File: config.mk
export PLATFORM = sky130hd
export DESIGN_NAME = smp_port_ctrl
export DESIGN_NICKNAME = d
export VERILOG_FILES = /design/src/inc/smp_pkg.sv /design/src/verilog/smp_port_ctrl.sv
export SDC_FILE = /design/constraint.sdc
export NUM_CORES = 1
export LEC_CHECK = 0
export BUFFER_PORTS_ARGS = -buffer_cell sky130_fd_sc_hd__buf_2
export CAP_MARGIN = 20
export CORE_UTILIZATION = 31
export CTS_CLUSTER_DIAMETER = 100
export DETAILED_ROUTE_END_ITERATION = 8
export PLACE_DENSITY_LB_ADDON = 0.2
export SLEW_MARGIN = 20
export SYNTH_ARGS = -nofsm -noshare
export SYNTH_HDL_FRONTEND = slang
export SYNTH_SLANG_ARGS = --single-unit
export TNS_END_PERCENT = 50
File: constraint.sdc
create_clock -name SYS_CLK -period 3 [get_ports SYS_CLK]
set_input_delay 0.45 -clock SYS_CLK [delete_from_list [all_inputs] [get_ports SYS_CLK]]
set_output_delay 0.45 -clock SYS_CLK [all_outputs]
set_load 0.05 [all_outputs]
File: src/inc/smp_pkg.sv
// Purpose: Shared constants and types of the synchronous memory port control block.
// Assumes: Narrow port widths, active-low control pins, latencies counted in port clock ticks.
// Notes:   Used by verilog/smp_port_ctrl.sv through scoped names only.
package smp_pkg;

  localparam int unsigned DATA_W = 16;
  localparam int unsigned ADDR_W = 20;
  localparam int unsigned LAT_W  = 2;
  localparam int unsigned HIST_W = 3;
  localparam int unsigned TCNT_W = 3;

  // Fixed column latency used for SDRAM read data phases, in port clock ticks.
  localparam logic [LAT_W-1:0] SDRAM_CAS_LAT = 2'h3;
  localparam logic [LAT_W-1:0] LAT_ZERO      = 2'h0;

  // Reset values of the pins, the read result and the internal registers, and the tick counter limit.
  localparam logic              PIN_IDLE_N  = 1'b1;
  localparam logic [DATA_W-1:0] DATA_RESET  = 16'h0000;
  localparam logic [ADDR_W-1:0] ADDR_RESET  = 20'h00000;
  localparam logic [HIST_W-1:0] HIST_RESET  = 3'h0;
  localparam logic [TCNT_W-1:0] TCNT_RESET  = 3'h0;
  localparam logic [TCNT_W-1:0] TCNT_MAX    = 3'h7;
  localparam logic [1:0]        CLK_RESET   = 2'h0;

  // Access sequencer states; CMD and DESEL last one port clock tick, WAIT one tick per latency tick.
  typedef enum logic [2:0] {
    SMP_IDLE,
    SMP_ARM,
    SMP_CMD,
    SMP_WAIT,
    SMP_DESEL,
    SMP_FIN
  } smp_state_t;

endpackage

File: src/verilog/smp_port_ctrl.sv
// Purpose: Control of the external memory port for programmable synchronous and SDRAM accesses.
// Assumes: The selected output clock is fed back and sampled here; one access at a time.
// Notes:   Pins change one system clock after the sampled port clock rising edge.
`timescale 1ns/1ns
module smp_port_ctrl (
  input  wire logic                      SYS_CLK,                  // System clock, 50 MHz.
  input  wire logic                      RSTN,                     // Asynchronous reset, low.
  input  wire logic [1:0]                SYNC_READ_LATENCY,        // Sync read latency ticks.
  input  wire logic [1:0]                SYNC_WRITE_LATENCY,       // Sync write latency ticks.
  input  wire logic                      CHIP_SELECT_EXTEND,       // Hold select with OE.
  input  wire logic                      STROBE_FUNCTION_SELECT,   // 1 = FIFO read enable.
  input  wire logic                      SYNC_CLOCK_SELECT,        // 0 = clock one, 1 = two.
  input  wire logic [1:0]                DIRECT_READ_LATENCY,      // Direct strobe read delay.
  input  wire logic [1:0]                DIRECT_WRITE_LATENCY,     // Direct strobe write delay.
  input  wire logic                      PORT_CLOCK_OUT_ONE,       // Output clock one, sampled.
  input  wire logic                      PORT_CLOCK_OUT_TWO,       // Output clock two, sampled.
  input  wire logic                      REQ_VALID,                // Access request.
  input  wire logic                      REQ_WRITE,                // 1 = write access.
  input  wire logic                      REQ_SDRAM,                // 1 = SDRAM access.
  input  wire logic                      REQ_DIRECT,               // 1 = direct transfer.
  input  wire logic [smp_pkg::ADDR_W-1:0] REQ_ADDR,                // Access address.
  input  wire logic [smp_pkg::DATA_W-1:0] REQ_WDATA,               // Write data.
  output logic                           REQ_READY,                // High while idle with no request; drops once taken.
  output logic                           RD_VALID,                 // Read data pulse.
  output logic [smp_pkg::DATA_W-1:0]     RD_DATA,                  // Captured read data.
  output logic                           SPACE_CHIP_SELECT_N,      // Chip select pin.
  output logic                           SHARED_STROBE_ONE_N,      // Addr/read or column.
  output logic                           SHARED_STROBE_TWO_N,      // Output enable or row.
  output logic                           SHARED_STROBE_THREE_N,    // Write enable pin.
  output logic [smp_pkg::ADDR_W-1:0]     MEM_ADDR,                 // Address pins.
  output logic [smp_pkg::DATA_W-1:0]     DATA_OUT,                 // Data bus output.
  output logic                           DATA_OE,                  // Data bus drive enable.
  input  wire logic [smp_pkg::DATA_W-1:0] DATA_IN,                 // Data bus input pins.
  output logic                           DIRECT_TRANSFER_STROBE    // Direct transfer strobe.
);

  smp_pkg::smp_state_t         state_reg;
  logic [1:0]                  clk_s1_reg, clk_s2_reg, clk_s3_reg, clk_lvl_reg;
  logic [1:0]                  clk_lvl_next;
  logic                        tick;
  logic [smp_pkg::DATA_W-1:0]  din_s1_reg, din_s2_reg, din_s3_reg, din_reg;
  logic                        wr_reg, sdram_reg, dir_reg, ext_reg, fsel_reg;
  logic [1:0]                  lat_reg, dl_reg, cnt_reg;
  logic [smp_pkg::ADDR_W-1:0]  addr_reg;
  logic [smp_pkg::DATA_W-1:0]  wdata_reg;
  logic [smp_pkg::HIST_W-1:0]  hist_reg;
  logic                        data_phase, dp_direct, strobe_next;
  logic                        cs_next, one_next, two_next, three_next;
  logic                        addr_or_fifo_read_strobe, sync_output_enable, sync_write_enable;
  logic                        sdram_column_strobe, sdram_row_strobe, sdram_write_enable;

  // Port clocks and data bus come from outside, so each passes three flops.
  assign clk_lvl_next = (clk_s2_reg & clk_s3_reg) | (clk_lvl_reg & (clk_s2_reg ^ clk_s3_reg));
  assign tick = SYNC_CLOCK_SELECT ? (clk_lvl_next[1] & ~clk_lvl_reg[1])
                                  : (clk_lvl_next[0] & ~clk_lvl_reg[0]);

  always_ff @(posedge SYS_CLK or negedge RSTN) begin
    if (!RSTN) begin
      clk_s1_reg  <= smp_pkg::CLK_RESET;
      clk_s2_reg  <= smp_pkg::CLK_RESET;
      clk_s3_reg  <= smp_pkg::CLK_RESET;
      clk_lvl_reg <= smp_pkg::CLK_RESET;
      din_s1_reg  <= smp_pkg::DATA_RESET;
      din_s2_reg  <= smp_pkg::DATA_RESET;
      din_s3_reg  <= smp_pkg::DATA_RESET;
      din_reg     <= smp_pkg::DATA_RESET;
    end else begin
      clk_s1_reg  <= {PORT_CLOCK_OUT_TWO, PORT_CLOCK_OUT_ONE};
      clk_s2_reg  <= clk_s1_reg;
      clk_s3_reg  <= clk_s2_reg;
      clk_lvl_reg <= clk_lvl_next;
      din_s1_reg  <= DATA_IN;
      din_s2_reg  <= din_s1_reg;
      din_s3_reg  <= din_s2_reg;
      din_reg     <= (din_s2_reg & din_s3_reg) | (din_reg & (din_s2_reg ^ din_s3_reg));
    end
  end

  // The slot in which the data phase falls; latency counted in ticks from the command.
  assign data_phase = (state_reg == smp_pkg::SMP_CMD || state_reg == smp_pkg::SMP_WAIT)
                      && cnt_reg == smp_pkg::LAT_ZERO;
  assign dp_direct  = data_phase & dir_reg;

  // Access sequencer; request fields are latched when taken.
  always_ff @(posedge SYS_CLK or negedge RSTN) begin
    if (!RSTN) begin
      state_reg <= smp_pkg::SMP_IDLE;
      wr_reg    <= 1'b0;
      sdram_reg <= 1'b0;
      dir_reg   <= 1'b0;
      ext_reg   <= 1'b0;
      fsel_reg  <= 1'b0;
      lat_reg   <= smp_pkg::LAT_ZERO;
      dl_reg    <= smp_pkg::LAT_ZERO;
      cnt_reg   <= smp_pkg::LAT_ZERO;
      addr_reg  <= smp_pkg::ADDR_RESET;
      wdata_reg <= smp_pkg::DATA_RESET;
    end else begin
      unique case (state_reg)
        smp_pkg::SMP_IDLE: begin
          if (REQ_VALID) begin
            state_reg <= smp_pkg::SMP_ARM;
            wr_reg    <= REQ_WRITE;
            sdram_reg <= REQ_SDRAM;
            dir_reg   <= REQ_DIRECT;
            ext_reg   <= CHIP_SELECT_EXTEND;
            fsel_reg  <= STROBE_FUNCTION_SELECT;
            addr_reg  <= REQ_ADDR;
            wdata_reg <= REQ_WDATA;
            dl_reg    <= REQ_WRITE ? DIRECT_WRITE_LATENCY : DIRECT_READ_LATENCY;
            if (REQ_SDRAM) begin
              lat_reg <= REQ_WRITE ? smp_pkg::LAT_ZERO : smp_pkg::SDRAM_CAS_LAT;
            end else begin
              lat_reg <= REQ_WRITE ? SYNC_WRITE_LATENCY : SYNC_READ_LATENCY;
            end
          end
        end
        smp_pkg::SMP_ARM: begin
          if (tick) begin
            state_reg <= smp_pkg::SMP_CMD;
            cnt_reg   <= lat_reg;
          end
        end
        smp_pkg::SMP_CMD, smp_pkg::SMP_WAIT: begin
          if (tick) begin
            if (data_phase) begin
              state_reg <= (!sdram_reg && !fsel_reg) ? smp_pkg::SMP_DESEL
                                                     : smp_pkg::SMP_FIN;
            end else begin
              state_reg <= smp_pkg::SMP_WAIT;
              cnt_reg   <= cnt_reg - 2'h1;
            end
          end
        end
        smp_pkg::SMP_DESEL: begin
          if (tick) begin
            state_reg <= smp_pkg::SMP_FIN;
          end
        end
        smp_pkg::SMP_FIN: begin
          // Waits until a delayed direct strobe has been issued.
          if (hist_reg == smp_pkg::HIST_RESET && !strobe_next) begin
            state_reg <= smp_pkg::SMP_IDLE;
          end
        end
      endcase
    end
  end

  // Pin roles per state, then the shared pins chosen by access type.
  always_comb begin
    cs_next                  = 1'b0;
    addr_or_fifo_read_strobe = 1'b0;
    sync_output_enable       = 1'b0;
    sync_write_enable        = 1'b0;
    sdram_column_strobe      = 1'b0;
    sdram_row_strobe         = 1'b0;
    sdram_write_enable       = 1'b0;
    unique case (state_reg)
      smp_pkg::SMP_CMD: begin
        cs_next                  = 1'b1;
        addr_or_fifo_read_strobe = !wr_reg || !fsel_reg;
        sync_output_enable       = !wr_reg;
        sync_write_enable        = wr_reg;
        sdram_column_strobe      = 1'b1;
        sdram_write_enable       = wr_reg;
      end
      smp_pkg::SMP_WAIT: begin
        sync_output_enable = !wr_reg;
        cs_next            = ext_reg && !wr_reg && !sdram_reg;
      end
      smp_pkg::SMP_DESEL: begin
        addr_or_fifo_read_strobe = 1'b1;
      end
      default: begin
      end
    endcase
    one_next   = sdram_reg ? sdram_column_strobe : addr_or_fifo_read_strobe;
    two_next   = sdram_reg ? sdram_row_strobe : sync_output_enable;
    three_next = sdram_reg ? sdram_write_enable : sync_write_enable;
  end

  // Direct strobe delay line in ticks, tapped by the latched latency field.
  assign strobe_next = (dl_reg == smp_pkg::LAT_ZERO) ? dp_direct : hist_reg[dl_reg - 2'h1];

  always_ff @(posedge SYS_CLK or negedge RSTN) begin
    if (!RSTN) begin
      hist_reg <= smp_pkg::HIST_RESET;
    end else if (tick) begin
      hist_reg <= {hist_reg[1:0], dp_direct};
    end
  end

  always_ff @(posedge SYS_CLK or negedge RSTN) begin
    if (!RSTN) begin
      DIRECT_TRANSFER_STROBE <= 1'b0;
    end else begin
      DIRECT_TRANSFER_STROBE <= strobe_next;
    end
  end

  always_ff @(posedge SYS_CLK or negedge RSTN) begin
    if (!RSTN) begin
      SPACE_CHIP_SELECT_N   <= smp_pkg::PIN_IDLE_N;
      SHARED_STROBE_ONE_N   <= smp_pkg::PIN_IDLE_N;
      SHARED_STROBE_TWO_N   <= smp_pkg::PIN_IDLE_N;
      SHARED_STROBE_THREE_N <= smp_pkg::PIN_IDLE_N;
      MEM_ADDR              <= smp_pkg::ADDR_RESET;
      DATA_OUT              <= smp_pkg::DATA_RESET;
      DATA_OE               <= 1'b0;
    end else begin
      SPACE_CHIP_SELECT_N   <= !cs_next;
      SHARED_STROBE_ONE_N   <= !one_next;
      SHARED_STROBE_TWO_N   <= !two_next;
      SHARED_STROBE_THREE_N <= !three_next;
      MEM_ADDR              <= addr_reg;
      DATA_OUT              <= wdata_reg;
      DATA_OE               <= data_phase && wr_reg && !dir_reg;
    end
  end

  always_ff @(posedge SYS_CLK or negedge RSTN) begin
    if (!RSTN) begin
      REQ_READY <= 1'b0;
      RD_VALID  <= 1'b0;
      RD_DATA   <= smp_pkg::DATA_RESET;
    end else begin
      REQ_READY <= (state_reg == smp_pkg::SMP_IDLE) && !REQ_VALID;
      RD_VALID  <= tick && data_phase && !wr_reg && !dir_reg;
      if (tick && data_phase && !wr_reg && !dir_reg) begin
        RD_DATA <= din_reg;
      end
    end
  end

  // Helper for the checks: ticks since the command slot began.
  logic [smp_pkg::TCNT_W-1:0] tcnt_reg;
  always_ff @(posedge SYS_CLK or negedge RSTN) begin
    if (!RSTN) begin
      tcnt_reg <= smp_pkg::TCNT_RESET;
    end else if (state_reg == smp_pkg::SMP_ARM) begin
      tcnt_reg <= smp_pkg::TCNT_RESET;
    end else if (tick && tcnt_reg != smp_pkg::TCNT_MAX) begin
      tcnt_reg <= tcnt_reg + 3'h1;
    end
  end
endmodule

==> impl_metrics.py, run 1 <==
metrics = {
    "status": {
        "status": "finished clean",
    },
    "final_layout": {
        "area_growth_pct": 26.5,
        "finish.utilization_pct": 40.1,
        "finalNetCount": 599,
        "drive_gt1_share_pct": 45.5,
        "fillers": 1883,
        "num_antenna_cells": 0,
        "instances_no_fill": 786,
    },
    "global_route": {
        "grt_pass1_vias": 3673,
        "grt_overflow": 0,
        "antenna_found_initial": 2,
        "grt_pass1_wl_mm": 18.7,
        "grt_start_max_net_pins": 82,
        "grt_util_all_layers_pct": 12.1,
    },
    "place": {
        "pre_cts_ws_ns": 1.00,
        "port_buffers": 130,
        "dp_cells": 754,
        "post-dp-hpwl_mm": 7.55,
        "gp_congestion": 0.728,
    },
    "drt": {
        "wl_mm": 11.3,
        "drt_iter0_drc": 82,
        "ant_nets": 0,
        "dr.pass1.iters": 4,
        "viasPerCell": 4.26,
        "vias": 3350,
        "route.detailed.drc": 0,
        "routedWlPerCell_um": 14.3,
    },
    "clocking": {
        "cts_sinks": 185,
        "cts_buffers": 17,
        "clock_latency_ns": 0.42,
        "cts_hold_buf": 0,
        "cts_resized": 0,
        "clkTransAtPathRegs_ns": 0.07,
        "clk_path_buf_depth": 2,
        "tritoncts": "yes",
        "cts_root_buffer": "clkbuf_16",
        "htreeDepth": 4,
        "post_cts_buffers": 0,
    },
    "logic_synthesis": {
        "ys_types": 42,
        "netlist_area_mm2": 0.00619,
        "ys_seq_elements": 185,
        "synthArstFlopShare_pct": 100,
        "synth_area_leaders": "dfrtp_1 (73%), mux2_2 (11%), ha_1 (4.0%)",
        "synth_nets": 455,
        "synthCells": 364,
        "synth.avg_cell_area_um2": 17.0,
        "synth_top_area_share_pct": 73.2,
        "ys.flop_type": "dfrtp_1",
        "seq_area_frac_synth_pct": 74.9,
        "synth_edf_count": 0,
        "yosysWarnings": 0,
        "yosys.area.top_type": "dfrtp_1",
    },
    "sta": {
        "clock.fmax_ghz": 0.514,
        "fin_crit_sh_pct": 64.8,
        "timing.slew.headroom_pct": 56.3,
        "tightest_slew_ns": 0.656,
        "period_minus_slack_ns": 1.94,
        "setup-tns-final_ns": 0,
        "hold_viol_final": 0,
        "fin_skew_ns": 0.00832,
        "rsz0062_at_grt": "false",
        "fin_ws_ns": 1.06,
        "setup_viol_count_final": 0,
        "slew_viol_final": 0,
    },
    "pwr": {
        "ir_drop_mv": 0.584,
        "p_leak_nw": 3.84,
        "p_per_area_mw_per_mm2": 1100,
        "total_power_mw": 8.61,
    },
    "worst_setup_path": {
        "startpoint": "clk_s2_reg[0]",
        "r2r-start": "clk_s2_reg[0]",
        "cp_max_fo": 17,
        "worstPathRequired_ns": 3.30,
        "start_kind": "register",
        "crit_arrival_ns": 2.24,
        "worst_setup_path_end_kind": "register",
        "worstSetupPathType": "register to register",
    },
    "job": {
        "maxCapViolCount": 0,
    },
    "die": {
        "rows": 51,
        "die_y_um": 143,
        "io_pins": 131,
        "die-area_mm2": 0.0205,
        "die_w_um": 143,
        "core_mm2": 0.0195,
        "initial_utilization_pct": 31.7,
    },
    "hold_path": {
        "hp-class": "primary input to asynchronous set/reset pin",
    },
}
-- cell families after synthesis --
kind of cell | count (synthesis) | synth area share (%)
and+or+nand+nor | 36 | 3.62
AOI/OAI and AO/OA | 42 | 4.65
adders and majority gates | 20 | 4.04
buffers and inverters | 18 | 1.38
DFF | 185 | 74.9
muxes | 63 | 11.4
-- critical path: stages (launching register included) --
cell	delay, ns
dfrtp_1	0.35
ha_1	0.18
nor3b_2	0.26
nor2_2	0.13
nor4_4	0.22
buf_4	0.31
mux2_2	0.37
-- cell type report --
type | instances | area [µm²] | share of cell area [%]
clock buffers | 20 | 447 | 5.71
clock inverters | 12 | 190 | 2.43
repair buffers | 134 | 714 | 9.13
flip-flops and latches | 185 | 4630 | 59.2
inverters | 9 | 33.8 | 0.432
multi-input cells | 161 | 1480 | 18.9
well taps | 265 | 332 | 4.24
-- cells in the final DEF, fill, tap and decap left out, types with 3 or more instances in the layout --
| cell | instances |
|---|---|
| inv_1 | 9 |
| dfstp_2 | 4 |
| nand2_1 | 9 |
| nor2_1 | 6 |
| a21o_1 | 17 |
| dfrtp_1 | 181 |
| a21oi_1 | 4 |
| o21ai_0 | 9 |
| mux2_2 | 60 |
| buf_2 | 129 |
| clkbuf_16 | 17 |
| clkinv_4 | 3 |
| ha_1 | 20 |
| mux2i_1 | 3 |
| bufinv_16 | 4 |
-- metrics by stage --
stage | area, µm² | hold WS [ns]
floorplan | 6190 | 0.154
global placement | 7190 | 0.334
detailed placement | 7190 | 0.335
CTS | 7830 | 0.0859
global route | 7830 | 0.101
finish | 7830 | 0.0817
-- final timing paths --
kind,cells past startpoint,endpoint,slack (ns)
max,6,RD_DATA[2],1.06
min,1,RD_DATA[2],0.08
max reg2reg,6,RD_DATA[2],1.06
min reg2reg,0,din_s2_reg[0],0.34
max in group asynchronous,2,DATA_OUT[11],2.19
min in group SYS_CLK,1,din_s1_reg[3],0.13
-- cells in the mapped netlist, types with 2 or more instances --
master and instances:
o221ai_1 2, nor2_1 6, mux2_2 60, nand3_1 2, dfrtp_1 181, mux2i_1 3
nand2b_1 2, dfstp_2 4, nor3_1 2, a21o_1 17, buf_2 5, nand2_1 9
ha_1 20, inv_1 9, clkbuf_1 2, a211oi_1 2, nor2b_1 2, o21ai_0 9
a21oi_1 4
-- where the power goes --
group          switching [mW]  total, mW  internal (mW)
logic                    1.83       2.58          0.753
registers               0.360       3.62           3.26
clock network           0.976       2.41           1.44
total                    3.16       8.61           5.45
-- metal layers --
| metal | part of all wire, % | track usage (%) |
|---|---|---|
| met5 | 0.20 | 0 |
| met4 | 0.75 | 3.86 |
| met3 | 9.8 | 6.67 |
| met2 | 44 | 17.8 |
| met1 | 45 | 15.1 |
(Power assumes the default switching activity.)
==> inputs of run 2 (changes only) <==
clock period = 1.92 ns   (was 3 ns; I/O delays follow)
==> impl_metrics.py, run 2 (synthesis gave the netlist of run 1 again) <==
metrics = {
    "global_route": {
        "antenna_found_initial": 0,
        "grt_util_all_layers_pct": 12.1,
        "use_met2_pct": 17.9,
        "grt_overflow": 0,
        "grtUsageMet3_pct": 6.10,
        "grt.busiest_layer": "met2",
        "grt_start_max_net_pins": 57,
        "grt_pass1_wl_mm": 18.5,
        "grt_pass1_vias": 3634,
        "gr-usage-met1_pct": 14.6,
    },
    "clocking": {
        "clk_path_buf_depth": 2,
        "htreeDepth": 4,
        "cts_buffers": 17,
        "clock_latency_ns": 0.42,
        "cts_root_buffer": "clkbuf_16",
        "cts_sinks": 185,
        "clkTransAtPathRegs_ns": 0.07,
        "tritoncts": "yes",
    },
    "die": {
        "io_pins": 131,
        "die-area_mm2": 0.0205,
        "initial_utilization_pct": 31.7,
        "rows": 51,
        "core_mm2": 0.0195,
        "die_w_um": 143,
        "die_y_um": 143,
    },
    "final_layout": {
        "finalNetCount": 624,
        "final_area_mm2": 0.00811,
        "final_cell_mix": "dfrtp_1 (180), buf_2 (129), mux2_2 (60)",
        "area_growth_pct": 31.0,
        "num_antenna_cells": 0,
        "drive_gt1_share_pct": 45.1,
        "final_common_cell": "dfrtp_1",
        "fillers": 1852,
    },
    "worst_setup_path": {
        "start_kind": "register",
        "reg2reg_depth": 7,
        "worst_setup_path_end_kind": "register",
        "crit_chain": "ha_1 > and3b_2 > nor2_2 > nor4_4 > buf_4 > clkbuf_16 > mux2_2",
        "worstSetupPathDepth": 7,
        "crit_buf_inv": 2,
        "cpMaxStageDelayCell": "dfrtp_1",
        "crit_arrival_ns": 2.10,
        "worstSetupPathType": "register to register",
        "cpPeakStageDelay_ns": 0.39,
        "r2r-start": "clk_s2_reg[1]",
        "reg2reg_slack_ns": 0.11,
        "worstPathRequired_ns": 2.22,
        "timing.rr.end": "RD_DATA[5]",
        "cp_max_fo": 8,
        "cp_top_family": "simple AND/OR/NAND/NOR gates",
    },
    "sta": {
        "tightest_slew_ns": 0.449,
        "timing.slew.headroom_pct": 69.3,
        "clock.fmax_ghz": 0.554,
        "slew_viol_final": 0,
        "fin_ws_ns": 0.114,
        "fin_crit_sh_pct": 94.1,
        "rsz0062_at_grt": "false",
        "fin_skew_ns": 0.00824,
        "setup_viol_count_final": 0,
        "hold_viol_final": 0,
        "setup-tns-final_ns": 0,
        "period_minus_slack_ns": 1.81,
    },
    "drt": {
        "vias": 3458,
        "ant_nets": 0,
        "route.detailed.drc": 0,
        "drt_iter0_drc": 96,
        "routedWlPerCell_um": 14.1,
        "viasPerCell": 4.27,
        "wl_mm": 11.4,
        "dr.pass1.iters": 4,
    },
    "place": {
        "dpl-instance-area_mm2": 0.00726,
        "post-dp-hpwl_mm": 7.74,
        "pre_cts_ws_ns": 0.0645,
        "gp_congestion": 0.718,
        "port_buffers": 130,
    },
    "hold_path": {
        "hold_end": "REQ_READY",
        "hold_path_startpoint": "REQ_VALID",
        "holdPathStages": 2,
        "hp-class": "primary input to register",
    },
    "pwr": {
        "p_per_area_mw_per_mm2": 1650,
        "p_leak_nw": 3.95,
        "ir_drop_mv": 0.819,
        "total_power_mw": 13.4,
    },
    "status": {
        "status": "finished clean",
    },
    "job": {
        "maxCapViolCount": 0,
    },
}
-- run 2: worst max path at each step --
stage                  start           end  slack [ns]
2_1_floorplan  clk_s2_reg[0]   RD_DATA[10]        0.04
3_3_place_gp   clk_s2_reg[0]    RD_DATA[1]        0.14
3_5_place_dp   clk_s2_reg[0]    RD_DATA[6]        0.06
4_1_cts        clk_s2_reg[0]    RD_DATA[6]        0.04
5_1_grt        clk_s2_reg[0]  state_reg[0]       0.008
6_report       clk_s2_reg[1]    RD_DATA[5]        0.11
-- run 2: per-stage QoR --
step,instances,utilization [%],hold WS [ns]
finish,810,41.5,0.0833
global placement,758,37.2,0.244
CTS,808,41.3,0.0628
global route,810,41.5,0.0663
floorplan,364,-,-0.00759
detailed placement,758,37.2,0.245
-- run 2: area by class of cell --
class | count | area (µm²) | area share, %
clock buffers | 19 | 453 | 5.59
well taps | 265 | 332 | 4.09
multi-input cells | 161 | 1490 | 18.3
repair buffers | 159 | 1000 | 12.4
flip-flops and latches | 185 | 4640 | 57.2
clock inverters | 12 | 163 | 2.01
inverters | 9 | 33.8 | 0.417
-- run 2: power breakdown --
part	total, mW	switching, mW	internal (mW)	leakage [nW]
sequential	5.66	0.558	5.10	2.24
combinational	4.13	2.89	1.24	1.42
clock	3.61	1.48	2.13	0.297
-- run 2: metal layers --
metal	up-vias	share of wire (%)
li1	1591	-
met1	1745	45
met3	13	10
met2	109	44
met5	-	0
met4	0	1.3
-- run 2: what timing repair did --
item	in CTS	in global routing
setup buffers	0	1
hold endpoints to repair	54	0
hold buffers	19	0
resized for setup	0	3
endpoints found under the setup margin	0	17
==> inputs of run 3 (changes only) <==
GPL_TIMING_DRIVEN = 0   (was default)
==> impl_metrics.py, run 3 (synthesis gave the netlist of run 1 again) <==
metrics = {
    "die": {
        "io_pins": 131,
        "die_w_um": 143,
        "core_mm2": 0.0195,
        "rows": 51,
        "initial_utilization_pct": 31.7,
        "die-area_mm2": 0.0205,
        "die_y_um": 143,
    },
    "worst_setup_path": {
        "worst_setup_path_end_kind": "register",
        "timing.rr.end": "RD_DATA[4]",
        "start_kind": "register",
        "worstPathRequired_ns": 2.22,
        "reg2reg_depth": 7,
        "crit_arrival_ns": 2.13,
        "cp_max_fo": 6,
        "r2r-start": "clk_s2_reg[0]",
        "worstSetupPathType": "register to register",
        "reg2reg_slack_ns": 0.09,
    },
    "drt": {
        "drt_iter0_drc": 74,
        "vias": 3458,
        "route.detailed.drc": 0,
        "ant_nets": 0,
        "viasPerCell": 4.23,
        "routedWlPerCell_um": 13.9,
        "dr.pass1.iters": 4,
        "wl_mm": 11.4,
    },
    "final_layout": {
        "drive_gt1_share_pct": 45.5,
        "num_antenna_cells": 0,
        "finish.utilization_pct": 41.6,
        "fillers": 1846,
        "final_common_cell": "dfrtp_1",
        "seqCellArea_mm2": 0.00464,
        "final_cell_mix": "dfrtp_1 (180), buf_2 (129), mux2_2 (60)",
        "area_growth_pct": 31.4,
        "finalNetCount": 632,
        "multi_input_area_mm2": 0.00150,
    },
    "global_route": {
        "antenna_found_initial": 0,
        "grtUsageMet3_pct": 5.20,
        "gr-usage-met1_pct": 15.4,
        "grt.busiest_layer": "met2",
        "grt_pass1_vias": 3764,
        "grt_start_max_net_pins": 96,
        "grt_pass1_wl_mm": 18.9,
        "grt_util_all_layers_pct": 12.2,
        "use_met2_pct": 18.2,
        "grt_overflow": 0,
    },
    "pwr": {
        "power_frac_seq_pct": 42.2,
        "internal-power_mw": 8.41,
        "total_power_mw": 13.3,
        "swShare_pct": 36.9,
        "pwr-share-clk_pct": 26.6,
        "switching_power_mw": 4.92,
        "pwr-share-comb_pct": 31.3,
        "p_per_area_mw_per_mm2": 1640,
        "p_leak_nw": 3.98,
        "ir_drop_mv": 0.825,
    },
    "job": {
        "maxCapViolCount": 0,
    },
    "hold_path": {
        "hold_path_startpoint": "REQ_VALID",
        "hp-class": "primary input to register",
        "holdPathStages": 2,
        "hold_end": "REQ_READY",
    },
    "sta": {
        "tightest_slew_ns": 0.470,
        "fin_crit_sh_pct": 95.3,
        "period_minus_slack_ns": 1.83,
        "whs_ns": 0.0544,
        "setup_viol_count_final": 0,
        "hold_viol_final": 0,
        "fin_skew_ns": 0.00833,
        "slew_viol_final": 0,
        "timing.slew.headroom_pct": 67.9,
        "clock.fmax_ghz": 0.547,
    },
    "place": {
        "post-dp-hpwl_mm": 7.70,
        "port_buffers": 129,
        "gp_congestion": 0.683,
    },
    "clocking": {
        "clkTransAtPathRegs_ns": 0.07,
        "cts_sinks": 185,
        "tritoncts": "yes",
        "clk_path_buf_depth": 2,
        "cts_root_buffer": "clkbuf_16",
        "clock_latency_ns": 0.42,
        "htreeDepth": 4,
        "cts_buffers": 17,
    },
    "status": {
        "status": "finished clean",
    },
}
run 3: cell count changes in the layout (fill, tap and decap cells not counted), moves of 2 or more:
cell,previous run,this run
clkbuf_4,0,2
buf_16,0,2
buf_6,0,5
buf_4,4,7
clkbuf_8,3,0
clkbuf_1,0,2
buf_12,5,0
run 3: power groups by stage:
stage	sequential (mW)	clock (mW)	combinational [mW]
final	5.62	3.54	4.17
after global routing	5.79	3.82	4.42
after CTS	5.65	3.69	4.20
after detailed placement	5.70	0	4.14
after global placement	5.64	0	4.08
after floorplan	7.60	0	1.11
run 3: worst max path at each step:
stage	slack, ns	start	depth (start not counted)	to
2_1_floorplan	0.04	clk_s2_reg[0]	6	RD_DATA[10]
3_3_place_gp	-2.29	RSTN	1	addr_reg[13]
3_5_place_dp	-0.46	clk_s2_reg[0]	6	RD_DATA[12]
4_1_cts	0.02	state_reg[0]	5	addr_reg[18]
5_1_grt	-0.0007	clk_s2_reg[0]	7	RD_DATA[4]
6_report	0.09	clk_s2_reg[0]	7	RD_DATA[4]
run 3: final cells by class:
class | instances | area share (%)
timing repair buffer | 158 | 12.0
buffer | 9 | 0.800
inverter | 9 | 0.415
clock inverter | 13 | 2.06
sequential | 185 | 57.0
multi-input combinational | 161 | 18.4
clock buffer | 17 | 5.23
tap | 265 | 4.08
run 3: repair_timing:
action | CTS | global route
hold buffers | 19 | 0
gates resized for setup | 4 | 12
cloned | 0 | 1
setup endpoints to repair | 34 | 32
pin swaps | 2 | 4
buffers inserted | 3 | 4
endpoints found under the hold margin | 54 | 0
run 3: worst max-delay path: stages, from the launching register on:
cell and delay [ns]:
dfrtp_1 0.38, ha_4 0.15, nor3b_4 0.23, nor2_4 0.09, nor4_4 0.23, buf_6 0.16
buf_4 0.14, mux2_2 0.33
run 3: metrics by stage:
step                      std cells  worst slack [ns]  setup TNS (ns)  cell area [µm²]
after global routing            817         -0.000737       -0.000737             8130
after CTS                       812            0.0207               0             8050
after detailed placement        760            -0.465           -9.91             7230
after floorplan                 364            0.0420               0             6190
after global placement          758             -2.29         -425.38             7160
final                           817            0.0904               0             8130
run 3: per-layer routing:
metal,vias up,share of wire (%)
met2,100,44
met3,11,7.9
met1,1721,47
met5,-,0
li1,1626,-
met4,0,1.5
